**src/agr_map.svh**
```systemverilog
// Offsets, field positions, reset values and scale figures of the bank
`ifndef AGR_MAP_SVH
`define AGR_MAP_SVH

// Word offsets as seen by the serial register interface
`define AGR_OFS_MAGZ      8'h61
`define AGR_OFS_EULER_RP  8'h62
`define AGR_OFS_YAW       8'h63
`define AGR_OFS_QUAT_AB   8'h64
`define AGR_OFS_QUAT_CD   8'h65
`define AGR_OFS_COV_FIRST 8'h66
`define AGR_OFS_COV_LAST  8'h75
`define AGR_OFS_TEMP      8'h76
`define AGR_OFS_LON       8'h77
`define AGR_OFS_LAT       8'h78
`define AGR_OFS_ALT       8'h79
`define AGR_OFS_REL_N     8'h7a
`define AGR_OFS_REL_E     8'h7b
`define AGR_OFS_REL_H     8'h7c
`define AGR_OFS_CRS_SPD   8'h7d

// Half-word field positions inside a 32-bit word
`define AGR_HI_MSB 31
`define AGR_HI_LSB 16
`define AGR_LO_MSB 15
`define AGR_LO_LSB 0

// Reset and reserved values
`define AGR_RESV_HALF 16'h0000
`define AGR_WORD_RST  32'h0000_0000

// Fraction bits of the magnetometer calibration coefficients
`define AGR_MAG_FRAC 14

// Scale of one count: billionths of the unit, trillionths for the quaternion, a divisor for course and speed
`define AGR_MAG_LSB_NANO  305176
`define AGR_ANG_LSB_NANO  10986300
`define AGR_QUAT_LSB_PICO 33569300
`define AGR_GND_DIV       100

// Cycles from a read request to its answer
`define AGR_RD_LAT 1

`endif

```
**src/agr_pkg.sv**
```systemverilog
// Types shared by the attitude and GPS output register bank
`default_nettype none
package agr_pkg;

    typedef logic signed [15:0] agr_s16_t;

    // Three axes, index 0 = x, 1 = y, 2 = z
    typedef logic [2:0][15:0] agr_vec3_t;

    typedef struct packed {
        logic      vld;
        agr_vec3_t raw;
        agr_vec3_t bias;
        agr_vec3_t cal_row_z;
    } agr_mag_in_t;

    typedef struct packed {
        logic     vld;
        agr_s16_t roll;
        agr_s16_t pitch;
        agr_s16_t yaw;
        agr_s16_t qa;
        agr_s16_t qb;
        agr_s16_t qc;
        agr_s16_t qd;
    } agr_att_in_t;

    typedef struct packed {
        logic        vld;
        logic [3:0]  idx;
        logic [31:0] val;
    } agr_cov_in_t;

    typedef struct packed {
        logic        vld;
        logic [31:0] val;
    } agr_word_in_t;

    typedef struct packed {
        logic        vld;
        logic [31:0] a;
        logic [31:0] b;
        logic [31:0] c;
    } agr_trio_in_t;

    typedef struct packed {
        logic        vld;
        agr_s16_t    course;
        logic [15:0] speed;
    } agr_vtg_in_t;

    typedef struct packed {
        logic       en;
        logic [7:0] addr;
    } agr_rd_req_t;

    typedef struct packed {
        logic        ack;
        logic        miss;
        logic [31:0] data;
    } agr_rd_rsp_t;

    // Processed Z result, also the whole state of the calculator
    typedef struct packed {
        logic     vld;
        agr_s16_t val;
    } agr_magz_t;

    // Whole state of the register bank
    typedef struct packed {
        logic [31:0]       magz;
        logic [31:0]       euler_rp;
        logic [31:0]       yaw;
        logic [31:0]       quat_ab;
        logic [31:0]       quat_cd;
        logic [15:0][31:0] cov;
        logic [31:0]       temp;
        logic [31:0]       lon;
        logic [31:0]       lat;
        logic [31:0]       alt;
        logic [31:0]       rel_n;
        logic [31:0]       rel_e;
        logic [31:0]       rel_h;
        logic [31:0]       crs_spd;
        agr_rd_rsp_t       rsp;
    } agr_bank_t;

endpackage

`default_nettype wire

```
**src/agr_regs.sv**
```systemverilog
// Read-only attitude, covariance, temperature and GPS output register bank
`timescale 1ns/1ps
`default_nettype none
`include "agr_map.svh"

// How it works
// - Processed Z field is raw minus offsets, times the calibration row.
// - Processed Z sits in the upper half of its word, lower half zero.
// - One processed field count is 0.000305176 of a unit-norm field.
// - Roll is the upper half and pitch the lower half of word 0x62.
// - Yaw is the upper half of word 0x63, lower half zero.
// - Euler words update in both modes, from each attitude update.
// - Quaternion a/b sit in word 0x64 and c/d in word 0x65.
// - Quaternion words only take updates while quaternion mode is on.
// - Sixteen covariance floats sit row-major at 0x66 to 0x75.
// - In Euler mode only the first three rows and columns take new data; updates to the rest store zero.
// - Word 0x76 holds gyro temperature, also fed to compensation.
// - With GPS, longitude, latitude and altitude sit at 0x77 to 0x79.
// - With GPS, north, east and height from home sit at 0x7a to 0x7c.
// - Word 0x7d holds course in the upper and speed in the lower half.
// - Course is a signed count of hundredths of a degree.
// - Speed is an unsigned count of hundredths of a metre per second.
module agr_regs (
    // Clock and reset
    input  wire logic                 clk,
    input  wire logic                 rst,
    // Mode and presence levels
    input  wire logic                 quat_mode,
    input  wire logic                 gps_present,
    // Estimator and sensor updates
    input  wire agr_pkg::agr_mag_in_t  mag_in,
    input  wire agr_pkg::agr_att_in_t  att_in,
    input  wire agr_pkg::agr_cov_in_t  cov_in,
    input  wire agr_pkg::agr_word_in_t temp_in,
    // GPS updates
    input  wire agr_pkg::agr_trio_in_t pos_in,
    input  wire agr_pkg::agr_trio_in_t rel_in,
    input  wire agr_pkg::agr_vtg_in_t  vtg_in,
    // Register read port
    input  wire agr_pkg::agr_rd_req_t  rd_req,
    output agr_pkg::agr_rd_rsp_t      rd_rsp,
    // Temperature to gyro compensation
    output logic [31:0]               gyro_temp
);
    import agr_pkg::*;

    agr_magz_t magz;
    agr_bank_t s_ff;
    agr_bank_t nxt;

    // -------------------------------------------------------------
    // Decoding helpers
    // -------------------------------------------------------------

    // Address belongs to this bank
    function automatic logic agr_hit(input logic [7:0] a);
        agr_hit = (a >= `AGR_OFS_MAGZ) && (a <= `AGR_OFS_CRS_SPD);
    endfunction

    // Covariance cell carries data in the current mode
    function automatic logic agr_cov_keep(
        input logic       qm,
        input logic [3:0] idx
    );
        agr_cov_keep = qm || ((idx[1:0] != 2'h3) && (idx[3:2] != 2'h3));
    endfunction

    // Word selection for a read
    function automatic logic [31:0] agr_read(
        input agr_bank_t  b,
        input logic [7:0] a
    );
        logic [7:0] ofs;
        ofs = a - `AGR_OFS_COV_FIRST;
        agr_read = `AGR_WORD_RST;
        case (a)
            `AGR_OFS_MAGZ:     agr_read = b.magz;
            `AGR_OFS_EULER_RP: agr_read = b.euler_rp;
            `AGR_OFS_YAW:      agr_read = b.yaw;
            `AGR_OFS_QUAT_AB:  agr_read = b.quat_ab;
            `AGR_OFS_QUAT_CD:  agr_read = b.quat_cd;
            `AGR_OFS_TEMP:     agr_read = b.temp;
            `AGR_OFS_LON:      agr_read = b.lon;
            `AGR_OFS_LAT:      agr_read = b.lat;
            `AGR_OFS_ALT:      agr_read = b.alt;
            `AGR_OFS_REL_N:    agr_read = b.rel_n;
            `AGR_OFS_REL_E:    agr_read = b.rel_e;
            `AGR_OFS_REL_H:    agr_read = b.rel_h;
            `AGR_OFS_CRS_SPD:  agr_read = b.crs_spd;
            default: begin
                // row-major cells, four addresses per row
                if ((a >= `AGR_OFS_COV_FIRST) &&
                    (a <= `AGR_OFS_COV_LAST)) begin
                    agr_read = b.cov[ofs[3:0]];
                end
            end
        endcase
    endfunction

    // -------------------------------------------------------------
    // Processed Z calculator
    // -------------------------------------------------------------
    agr_magz u_magz (
        .clk      (clk),
        .rst      (rst),
        .mag_in   (mag_in),
        .magz_out (magz)
    );

    // -------------------------------------------------------------
    // Next state of the bank
    // -------------------------------------------------------------
    // Each word is built whole here, so a read never sees half of it
    always_comb begin
        nxt          = s_ff;
        nxt.rsp.ack  = 1'b0;
        nxt.rsp.miss = 1'b0;
        if (magz.vld) begin
            nxt.magz = {magz.val, `AGR_RESV_HALF};
        end
        // Euler words follow every attitude update
        if (att_in.vld) begin
            nxt.euler_rp = {att_in.roll, att_in.pitch};
            nxt.yaw = {att_in.yaw, `AGR_RESV_HALF};
            if (quat_mode) begin
                // a/b then c/d, first of each pair high
                nxt.quat_ab = {att_in.qa, att_in.qb};
                nxt.quat_cd = {att_in.qc, att_in.qd};
            end
        end
        // unused row and column forced to zero
        if (cov_in.vld) begin
            if (agr_cov_keep(quat_mode, cov_in.idx)) begin
                nxt.cov[cov_in.idx] = cov_in.val;
            end else begin
                nxt.cov[cov_in.idx] = `AGR_WORD_RST;
            end
        end
        if (temp_in.vld) begin
            nxt.temp = temp_in.val;
        end
        // absolute position only with a receiver
        if (gps_present && pos_in.vld) begin
            nxt.lon = pos_in.a;
            nxt.lat = pos_in.b;
            nxt.alt = pos_in.c;
        end
        if (gps_present && rel_in.vld) begin
            nxt.rel_n = rel_in.a;
            nxt.rel_e = rel_in.b;
            nxt.rel_h = rel_in.c;
        end
        if (gps_present && vtg_in.vld) begin
            nxt.crs_spd[`AGR_HI_MSB:`AGR_HI_LSB] = vtg_in.course;
            // unsigned hundredths of a metre per second
            nxt.crs_spd[`AGR_LO_MSB:`AGR_LO_LSB] = vtg_in.speed;
        end
        // reads sample the settled bank, never this cycle's update
        if (rd_req.en) begin
            nxt.rsp.ack  = 1'b1;
            nxt.rsp.miss = !agr_hit(rd_req.addr);
            nxt.rsp.data = agr_read(s_ff, rd_req.addr);
        end
    end

    // -------------------------------------------------------------
    // State register
    // -------------------------------------------------------------
    always_ff @(posedge clk) begin
        if (rst) begin
            s_ff <= '0;
        end else begin
            s_ff <= nxt;
        end
    end

    // Outputs straight from the state
    assign rd_rsp    = s_ff.rsp;
    assign gyro_temp = s_ff.temp;

    // -------------------------------------------------------------
    // Checks
    // -------------------------------------------------------------

    property p_magz_word;
        @(posedge clk) disable iff (rst)
        mag_in.vld |=> ##1
            (s_ff.magz[31:16] == $past(magz.val)) &&
            (s_ff.magz[15:0] == `AGR_RESV_HALF);
    endproperty
    a_magz_word: assert property (p_magz_word)
        else $error("processed z word not packed two cycles on");

    property p_euler_pack;
        @(posedge clk) disable iff (rst)
        att_in.vld |=>
            s_ff.euler_rp == {$past(att_in.roll), $past(att_in.pitch)};
    endproperty
    a_euler_pack: assert property (p_euler_pack)
        else $error("roll and pitch not packed after update");

    property p_yaw_resv;
        @(posedge clk) disable iff (rst)
        att_in.vld |=> (s_ff.yaw[31:16] == $past(att_in.yaw)) &&
                       (s_ff.yaw[15:0] == `AGR_RESV_HALF);
    endproperty
    a_yaw_resv: assert property (p_yaw_resv)
        else $error("yaw word not packed with zero low half");

    property p_quat_pack;
        @(posedge clk) disable iff (rst)
        (att_in.vld && quat_mode) |=>
            (s_ff.quat_ab == {$past(att_in.qa), $past(att_in.qb)}) &&
            (s_ff.quat_cd == {$past(att_in.qc), $past(att_in.qd)});
    endproperty
    a_quat_pack: assert property (p_quat_pack)
        else $error("quaternion words not packed in quaternion mode");

    property p_quat_hold;
        @(posedge clk) disable iff (rst)
        (att_in.vld && !quat_mode) |=>
            $stable(s_ff.quat_ab) && $stable(s_ff.quat_cd);
    endproperty
    a_quat_hold: assert property (p_quat_hold)
        else $error("quaternion words changed in euler mode");

    property p_cov_zero;
        @(posedge clk) disable iff (rst)
        (cov_in.vld && !quat_mode &&
         ((cov_in.idx[1:0] == 2'h3) || (cov_in.idx[3:2] == 2'h3))) |=>
            s_ff.cov[$past(cov_in.idx)] == `AGR_WORD_RST;
    endproperty
    a_cov_zero: assert property (p_cov_zero)
        else $error("fourth covariance row or column not zero");

    property p_cov_read;
        @(posedge clk) disable iff (rst)
        (rd_req.en && (rd_req.addr == `AGR_OFS_COV_FIRST + 8'h05)) |=>
            rd_rsp.ack && !rd_rsp.miss &&
            (rd_rsp.data == $past(s_ff.cov[5]));
    endproperty
    a_cov_read: assert property (p_cov_read)
        else $error("row two column two not read from 0x6b");

    property p_gps_gate;
        @(posedge clk) disable iff (rst)
        (!gps_present && (pos_in.vld || rel_in.vld)) |=>
            $stable(s_ff.lon) && $stable(s_ff.rel_n);
    endproperty
    a_gps_gate: assert property (p_gps_gate)
        else $error("position changed without a receiver");

    property p_vtg_pack;
        @(posedge clk) disable iff (rst)
        (gps_present && vtg_in.vld) |=>
            s_ff.crs_spd == {$past(vtg_in.course), $past(vtg_in.speed)};
    endproperty
    a_vtg_pack: assert property (p_vtg_pack)
        else $error("course and speed not packed after update");

    property p_temp_out;
        @(posedge clk) disable iff (rst)
        temp_in.vld |=> (gyro_temp == $past(temp_in.val)) ##1
            (rd_rsp.data == gyro_temp) || !$past(rd_req.en) ||
            ($past(rd_req.addr) != `AGR_OFS_TEMP);
    endproperty
    a_temp_out: assert property (p_temp_out)
        else $error("temperature not forwarded to compensation");

    property p_whole_read;
        @(posedge clk) disable iff (rst)
        rd_req.en |=> rd_rsp.ack &&
            (rd_rsp.data == agr_read($past(s_ff), $past(rd_req.addr))) &&
            (rd_rsp.miss == !agr_hit($past(rd_req.addr)));
    endproperty
    a_whole_read: assert property (p_whole_read)
        else $error("read answer not the whole settled word");

    property p_ack_pulse;
        @(posedge clk) disable iff (rst)
        !rd_req.en |=> !rd_rsp.ack;
    endproperty
    a_ack_pulse: assert property (p_ack_pulse)
        else $error("read acknowledge without a request");

    property p_pos_pack;
        @(posedge clk) disable iff (rst)
        (gps_present && pos_in.vld) |=> {s_ff.lon, s_ff.lat, s_ff.alt}
            == $past({pos_in.a, pos_in.b, pos_in.c});
    endproperty
    a_pos_pack: assert property (p_pos_pack)
        else $error("position words not stored with a receiver");

    property p_rel_pack;
        @(posedge clk) disable iff (rst)
        (gps_present && rel_in.vld) |=> {s_ff.rel_n, s_ff.rel_e, s_ff.rel_h}
            == $past({rel_in.a, rel_in.b, rel_in.c});
    endproperty
    a_rel_pack: assert property (p_rel_pack)
        else $error("home-relative words not stored with a receiver");

    property p_vtg_gate;
        @(posedge clk) disable iff (rst)
        (!gps_present && vtg_in.vld) |=> $stable(s_ff.crs_spd);
    endproperty
    a_vtg_gate: assert property (p_vtg_gate)
        else $error("course and speed changed without a receiver");

    property p_cov_store;
        @(posedge clk) disable iff (rst)
        (cov_in.vld && quat_mode) |=>
            s_ff.cov[$past(cov_in.idx)] == $past(cov_in.val);
    endproperty
    a_cov_store: assert property (p_cov_store)
        else $error("covariance cell not stored in quaternion mode");

    property p_miss_read;
        @(posedge clk) disable iff (rst)
        (rd_req.en && (rd_req.addr > `AGR_OFS_CRS_SPD)) |=>
            rd_rsp.miss && (rd_rsp.data == `AGR_WORD_RST);
    endproperty
    a_miss_read: assert property (p_miss_read)
        else $error("read above the bank not answered as a miss");

    property p_magz_hold;
        @(posedge clk) disable iff (rst)
        !magz.vld |=> $stable(s_ff.magz);
    endproperty
    a_magz_hold: assert property (p_magz_hold)
        else $error("processed z word changed without a result");

    property p_euler_hold;
        @(posedge clk) disable iff (rst)
        !att_in.vld |=> $stable(s_ff.euler_rp) && $stable(s_ff.yaw);
    endproperty
    a_euler_hold: assert property (p_euler_hold)
        else $error("euler words changed without an update");

endmodule // agr_regs

`default_nettype wire

```
**src/agr_magz.sv**
```systemverilog
// Processed Z magnetometer calculator: calibration row applied to raw data
`timescale 1ns/1ps
`default_nettype none
`include "agr_map.svh"

module agr_magz (
    // Clock and reset
    input  wire logic                clk,
    input  wire logic                rst,
    // Raw sample with offsets and calibration row
    input  wire agr_pkg::agr_mag_in_t mag_in,
    // Result, one cycle after the sample
    output agr_pkg::agr_magz_t       magz_out
);
    import agr_pkg::*;

    localparam logic signed [34:0] MAX_V = 35'sh7fff;
    localparam logic signed [34:0] MIN_V = -35'sh8000;

    logic signed [16:0] dif [3];
    logic signed [32:0] prd [3];
    logic signed [34:0] sum;
    logic signed [34:0] shf;
    agr_magz_t          s_ff;
    agr_magz_t          nxt;

    // -------------------------------------------------------------
    // Offset removal and calibration products
    // -------------------------------------------------------------
    genvar i;
    for (i = 0; i < 3; i++) begin : g_axis
        assign dif[i] = $signed({mag_in.raw[i][15], mag_in.raw[i]})
                      - $signed({mag_in.bias[i][15], mag_in.bias[i]});
        assign prd[i] = dif[i] * $signed(mag_in.cal_row_z[i]);
    end

    // calibration row sums the three axes
    assign sum = 35'(prd[0]) + 35'(prd[1]) + 35'(prd[2]);
    assign shf = sum >>> `AGR_MAG_FRAC;

    // Saturation keeps a wild sample from wrapping sign
    always_comb begin
        nxt     = s_ff;
        nxt.vld = mag_in.vld;
        if (mag_in.vld) begin
            // result counted in unit-norm field steps
            if (shf > MAX_V) begin
                nxt.val = 16'sh7fff;
            end else if (shf < MIN_V) begin
                nxt.val = -16'sh8000;
            end else begin
                nxt.val = shf[15:0];
            end
        end
    end

    // State register
    always_ff @(posedge clk) begin
        if (rst) begin
            s_ff <= '0;
        end else begin
            s_ff <= nxt;
        end
    end

    assign magz_out = s_ff;

    property p_magz_lat;
        @(posedge clk) disable iff (rst)
        mag_in.vld |=> magz_out.vld;
    endproperty
    a_magz_lat: assert property (p_magz_lat)
        else $error("processed z not produced one cycle after sample");

endmodule // agr_magz

`default_nettype wire

```
**config.mk**
```make
export PLATFORM = sky130hd
export DESIGN_NAME = agr_regs
export DESIGN_NICKNAME = d
export VERILOG_FILES = /design/src/agr_pkg.sv /design/src/agr_regs.sv /design/src/agr_magz.sv
export VERILOG_INCLUDE_DIRS = /design/src
export SDC_FILE = /design/constraint.sdc
export NUM_CORES = 2
export LEC_CHECK = 0
export BUFFER_PORTS_ARGS = -buffer_cell sky130_fd_sc_hd__buf_2
export CORE_MARGIN = 1.5
export CORE_UTILIZATION = 50
export CTS_CLUSTER_SIZE = 30
export DETAILED_ROUTE_END_ITERATION = 10
export PLACE_DENSITY = 0.69
export SLEW_MARGIN = 10
export SYNTH_ARGS = -nofsm -noshare
export SYNTH_HDL_FRONTEND = slang
export SYNTH_SLANG_ARGS = --single-unit
```
**constraint.sdc**
```tcl
create_clock -name clk -period 14.7 [get_ports clk]
set_input_delay 2.205 -clock clk [delete_from_list [all_inputs] [get_ports clk]]
set_output_delay 2.205 -clock clk [all_outputs]
set_load 0.005 [all_outputs]
```
==> run summary <==
===============================================================================================
Critical path launch point type                                                      input port
Net Count, Synth                                                                          10287
Starting Density                                                                          50.2%
Mapped cell area                                                                      74100 µm²
Unrepaired setup endpoints after global routing                                              no
Antenna Nets Post-Route                                                                       0
CP Buf/Inv Count                                                                              9
Detailed router's first-iteration violation count                                          6413
Wire length on met3                                                                    21500 µm
Arrival time of the worst setup path                                                   13.37 ns
Number of clock sinks                                                                       947
Post-DR wirelength/cell                                                                 22.3 µm
Ratio of cells with drive above 1 in the final layout                                     12.8%
Met2 wire length                                                                      106000 µm
Class of the tightest hold or removal check                                             reg2reg
Max-cap violations                                                                            0
Router iterations before antenna repair                                                      10
Detail-routed via count per cell                                                           5.62
Mapped Avg Cell Area                                                                   8.72 µm²
Worst clock skew on the final layout                                                  0.0264 ns
Post-CTS resize count                                                                         0
Max Used Layer                                                                             met5
Postcts setup bufs                                                                            0
Final Max Tran Viols                                                                          0
Post-synth EDFFs                                                                              0
Final routed DRC violation total                                                              0
Register area                                                                         19000 µm²
CTS buffer count                                                                             90
Total wire length after detailed routing                                              240000 µm
Multi-input gate area in the final layout                                             48700 µm²
Primary FF master, synth                                                           sky130_fd_sc_hd__dfxtp_1
GRT overflow                                                                                  0
Relative slew slack                                                                       18.1%
Area enclosed by the die boundary                                                    151000 µm²
Total number of placement rows                                                              141
Clock tree buffer depth                                                                       3
Share of Yosys cell area claimed by the top area cell type                                25.7%
Clock latency on the worst-skew pair                                                    0.68 ns
Achievable clock frequency                                                             78.1 MHz
Count of state elements after synthesis                                                     947
Detailed placer's ending HPWL                                                         179000 µm
Final-report setup violation count                                                            0
Warnings from Yosys                                                                           0
Leading cell types by total area after synthesis                                   sky130_fd_sc_hd__fa_1 (26%), sky130_fd_sc_hd__dfxtp_1 (26%), sky130_fd_sc_hd__nand2_1 (6.7%)
Sequential share of the synthesized area                                                  25.6%
Slowest-stage cell, CP                                                             sky130_fd_sc_hd__o41ai_4
Placer Congestion                                                                         0.973
Total global routing track utilization                                                    31.5%
Horizontal die dimension                                                                 388 µm
Most numerous cell types in the synthesized netlist                                sky130_fd_sc_hd__nand2_1 (1323), sky130_fd_sc_hd__inv_1 (1129), sky130_fd_sc_hd__fa_1 (952)
Routed met1 length                                                                    103000 µm
Fin Hold WS                                                                            0.450 ns
Setup TNS Final                                                                            0 ns
Worst-path maximum fanout                                                                    17
TritonCTS clock tree                                                                        yes
Cell at the root of the clock tree                                                 sky130_fd_sc_hd__clkbuf_16
Outcome                                                                               completed
Period utilisation layout                                                                 87.1%
Share of flip-flops with an asynchronous set or reset                                        0%
Growth of design area from synthesis to finish                                            9.82%
Most common cell on crit path                                                      sky130_fd_sc_hd__fa_1
Cell accounting for the most synthesized area                                      sky130_fd_sc_hd__fa_1
Initial antenna violation count                                                              57
Final Hold Vio Count                                                                          0
Number of top-level pins                                                                    634
Post-CTS Hold Buffers                                                                         0
Die height                                                                               388 µm
Number of global-route vias before repair                                                 60241
Core Region                                                                          147000 µm²
Wire length of the first global-routing pass                                          363000 µm
Startpoint-to-endpoint class of the critical path                                        in2reg
CP Data Required Time                                                                  15.27 ns
H-tree levels                                                                                 3
Cell count after synthesis                                                                 8494
Clock input transition at the sequential cells of the worst setup and hold paths        0.06 ns
Vias                                                                                      60476
Actual transition at the worst max-transition pin                                       1.23 ns
Delay contributed by the slowest stage of the critical path                             0.94 ns
Most instantiated library cell after synthesis                                     sky130_fd_sc_hd__nand2_1
Number of distinct standard cells referenced by the synthesized netlist                      80
Post-route minimum period                                                              12.80 ns
Element type at the critical path end                                                 flip-flop
Family with the most delay on the worst path                                        adder cells
Number of buffers added on ports                                                            633
Maximum number of pins on one net before global-route repair                                125
Net count, final                                                                          10505
Number of inserted filler cells in the final layout                                       13258
===============================================================================================
[final cells by class]
type                            instances  share of cell area, %
Tap cell                             1930                   2.97
Multi-Input combinational cell       5824                   59.8
Clock inverter                         40                  0.664
Antenna cell                           50                  0.154
Sequential cell                       947                   23.3
Timing Repair Buffer                  720                   4.76
Inverter                             1129                   5.21
Clock buffer                          119                   3.11
[kinds of logic after synthesis]
| kind of cell | share of synthesized area, % |
|---|---|
| DFF | 25.6 |
| buffers and inverters | 9.08 |
| AOI/OAI and AO/OA | 9.70 |
| muxes | 6.55 |
| xor gates and xnor gates | 1.30 |
| adders and majority gates | 30.3 |
| and+or+nand+nor | 17.5 |
[sequential cells by signal (all words and copies together), names as in the netlist]
register,cells
gyro_temp,32
rd_rsp,34
s_ff,864
u_magz.magz_out,17
[worst paths after layout]
| path | cells past startpoint | startpoint | endpoint | slack, ns |
|---|---|---|---|---|
| max reg2reg | 8 | s_ff[182] | rd_rsp[20] | 12.15 |
| max | 39 | mag_in[128] | u_magz.magz_out[3] | 1.90 |
| min reg2reg | 2 | s_ff[714] | s_ff[714] | 0.45 |
| min | 2 | s_ff[714] | s_ff[714] | 0.45 |
[metal layers]
layer  global-route usage [%]  vias up
met5                        0        -
met4                     11.4       22
met3                     5.15      406
met2                     48.0     2782
met1                     45.2    30194
li1                         -    27072
[tightest hold or removal path, cell delays in order (launching register included)]
cell	delay, ns
sky130_fd_sc_hd__dfxtp_1	0.30
sky130_fd_sc_hd__nand2_1	0.05
sky130_fd_sc_hd__a21oi_1	0.05
[cell usage in the layout (no fill, tap or decap), drive strengths merged, types with 10 or more instances in the layout]
master	instances
a211oi	14
a21boi	11
a21o	28
a21oi	929
a221oi	33
a222oi	24
a22o	24
a22oi	58
a311oi	15
and2	425
and3	10
buf	720
bufinv	11
clkbuf	119
clkinv	17
dfxtp	947
diode	50
fa	952
ha	273
inv	1136
mux2	12
mux2i	109
mux4	161
nand2	1333
nand2b	50
nand3	35
nand4	27
nor2	918
nor2b	109
nor3	43
o21ai	50
xnor2	74
xor2	35
[through the flow]
stage	utilization, %	instance area (µm²)	cells	worst slack, ns
4_1_cts	55.1	81200	10709	1.92
3_5_place_dp	53.0	78200	10550	1.22
5_1_grt	55.1	81300	10742	1.08
6_report	55.2	81400	10759	1.90
2_1_floorplan	-	74100	8494	2.76
3_3_place_gp	53.0	78200	10550	1.44
Power is left out: the tool's default activity adds up to more than one toggle a clock period on the data nets, which glitch-free logic cannot reach.
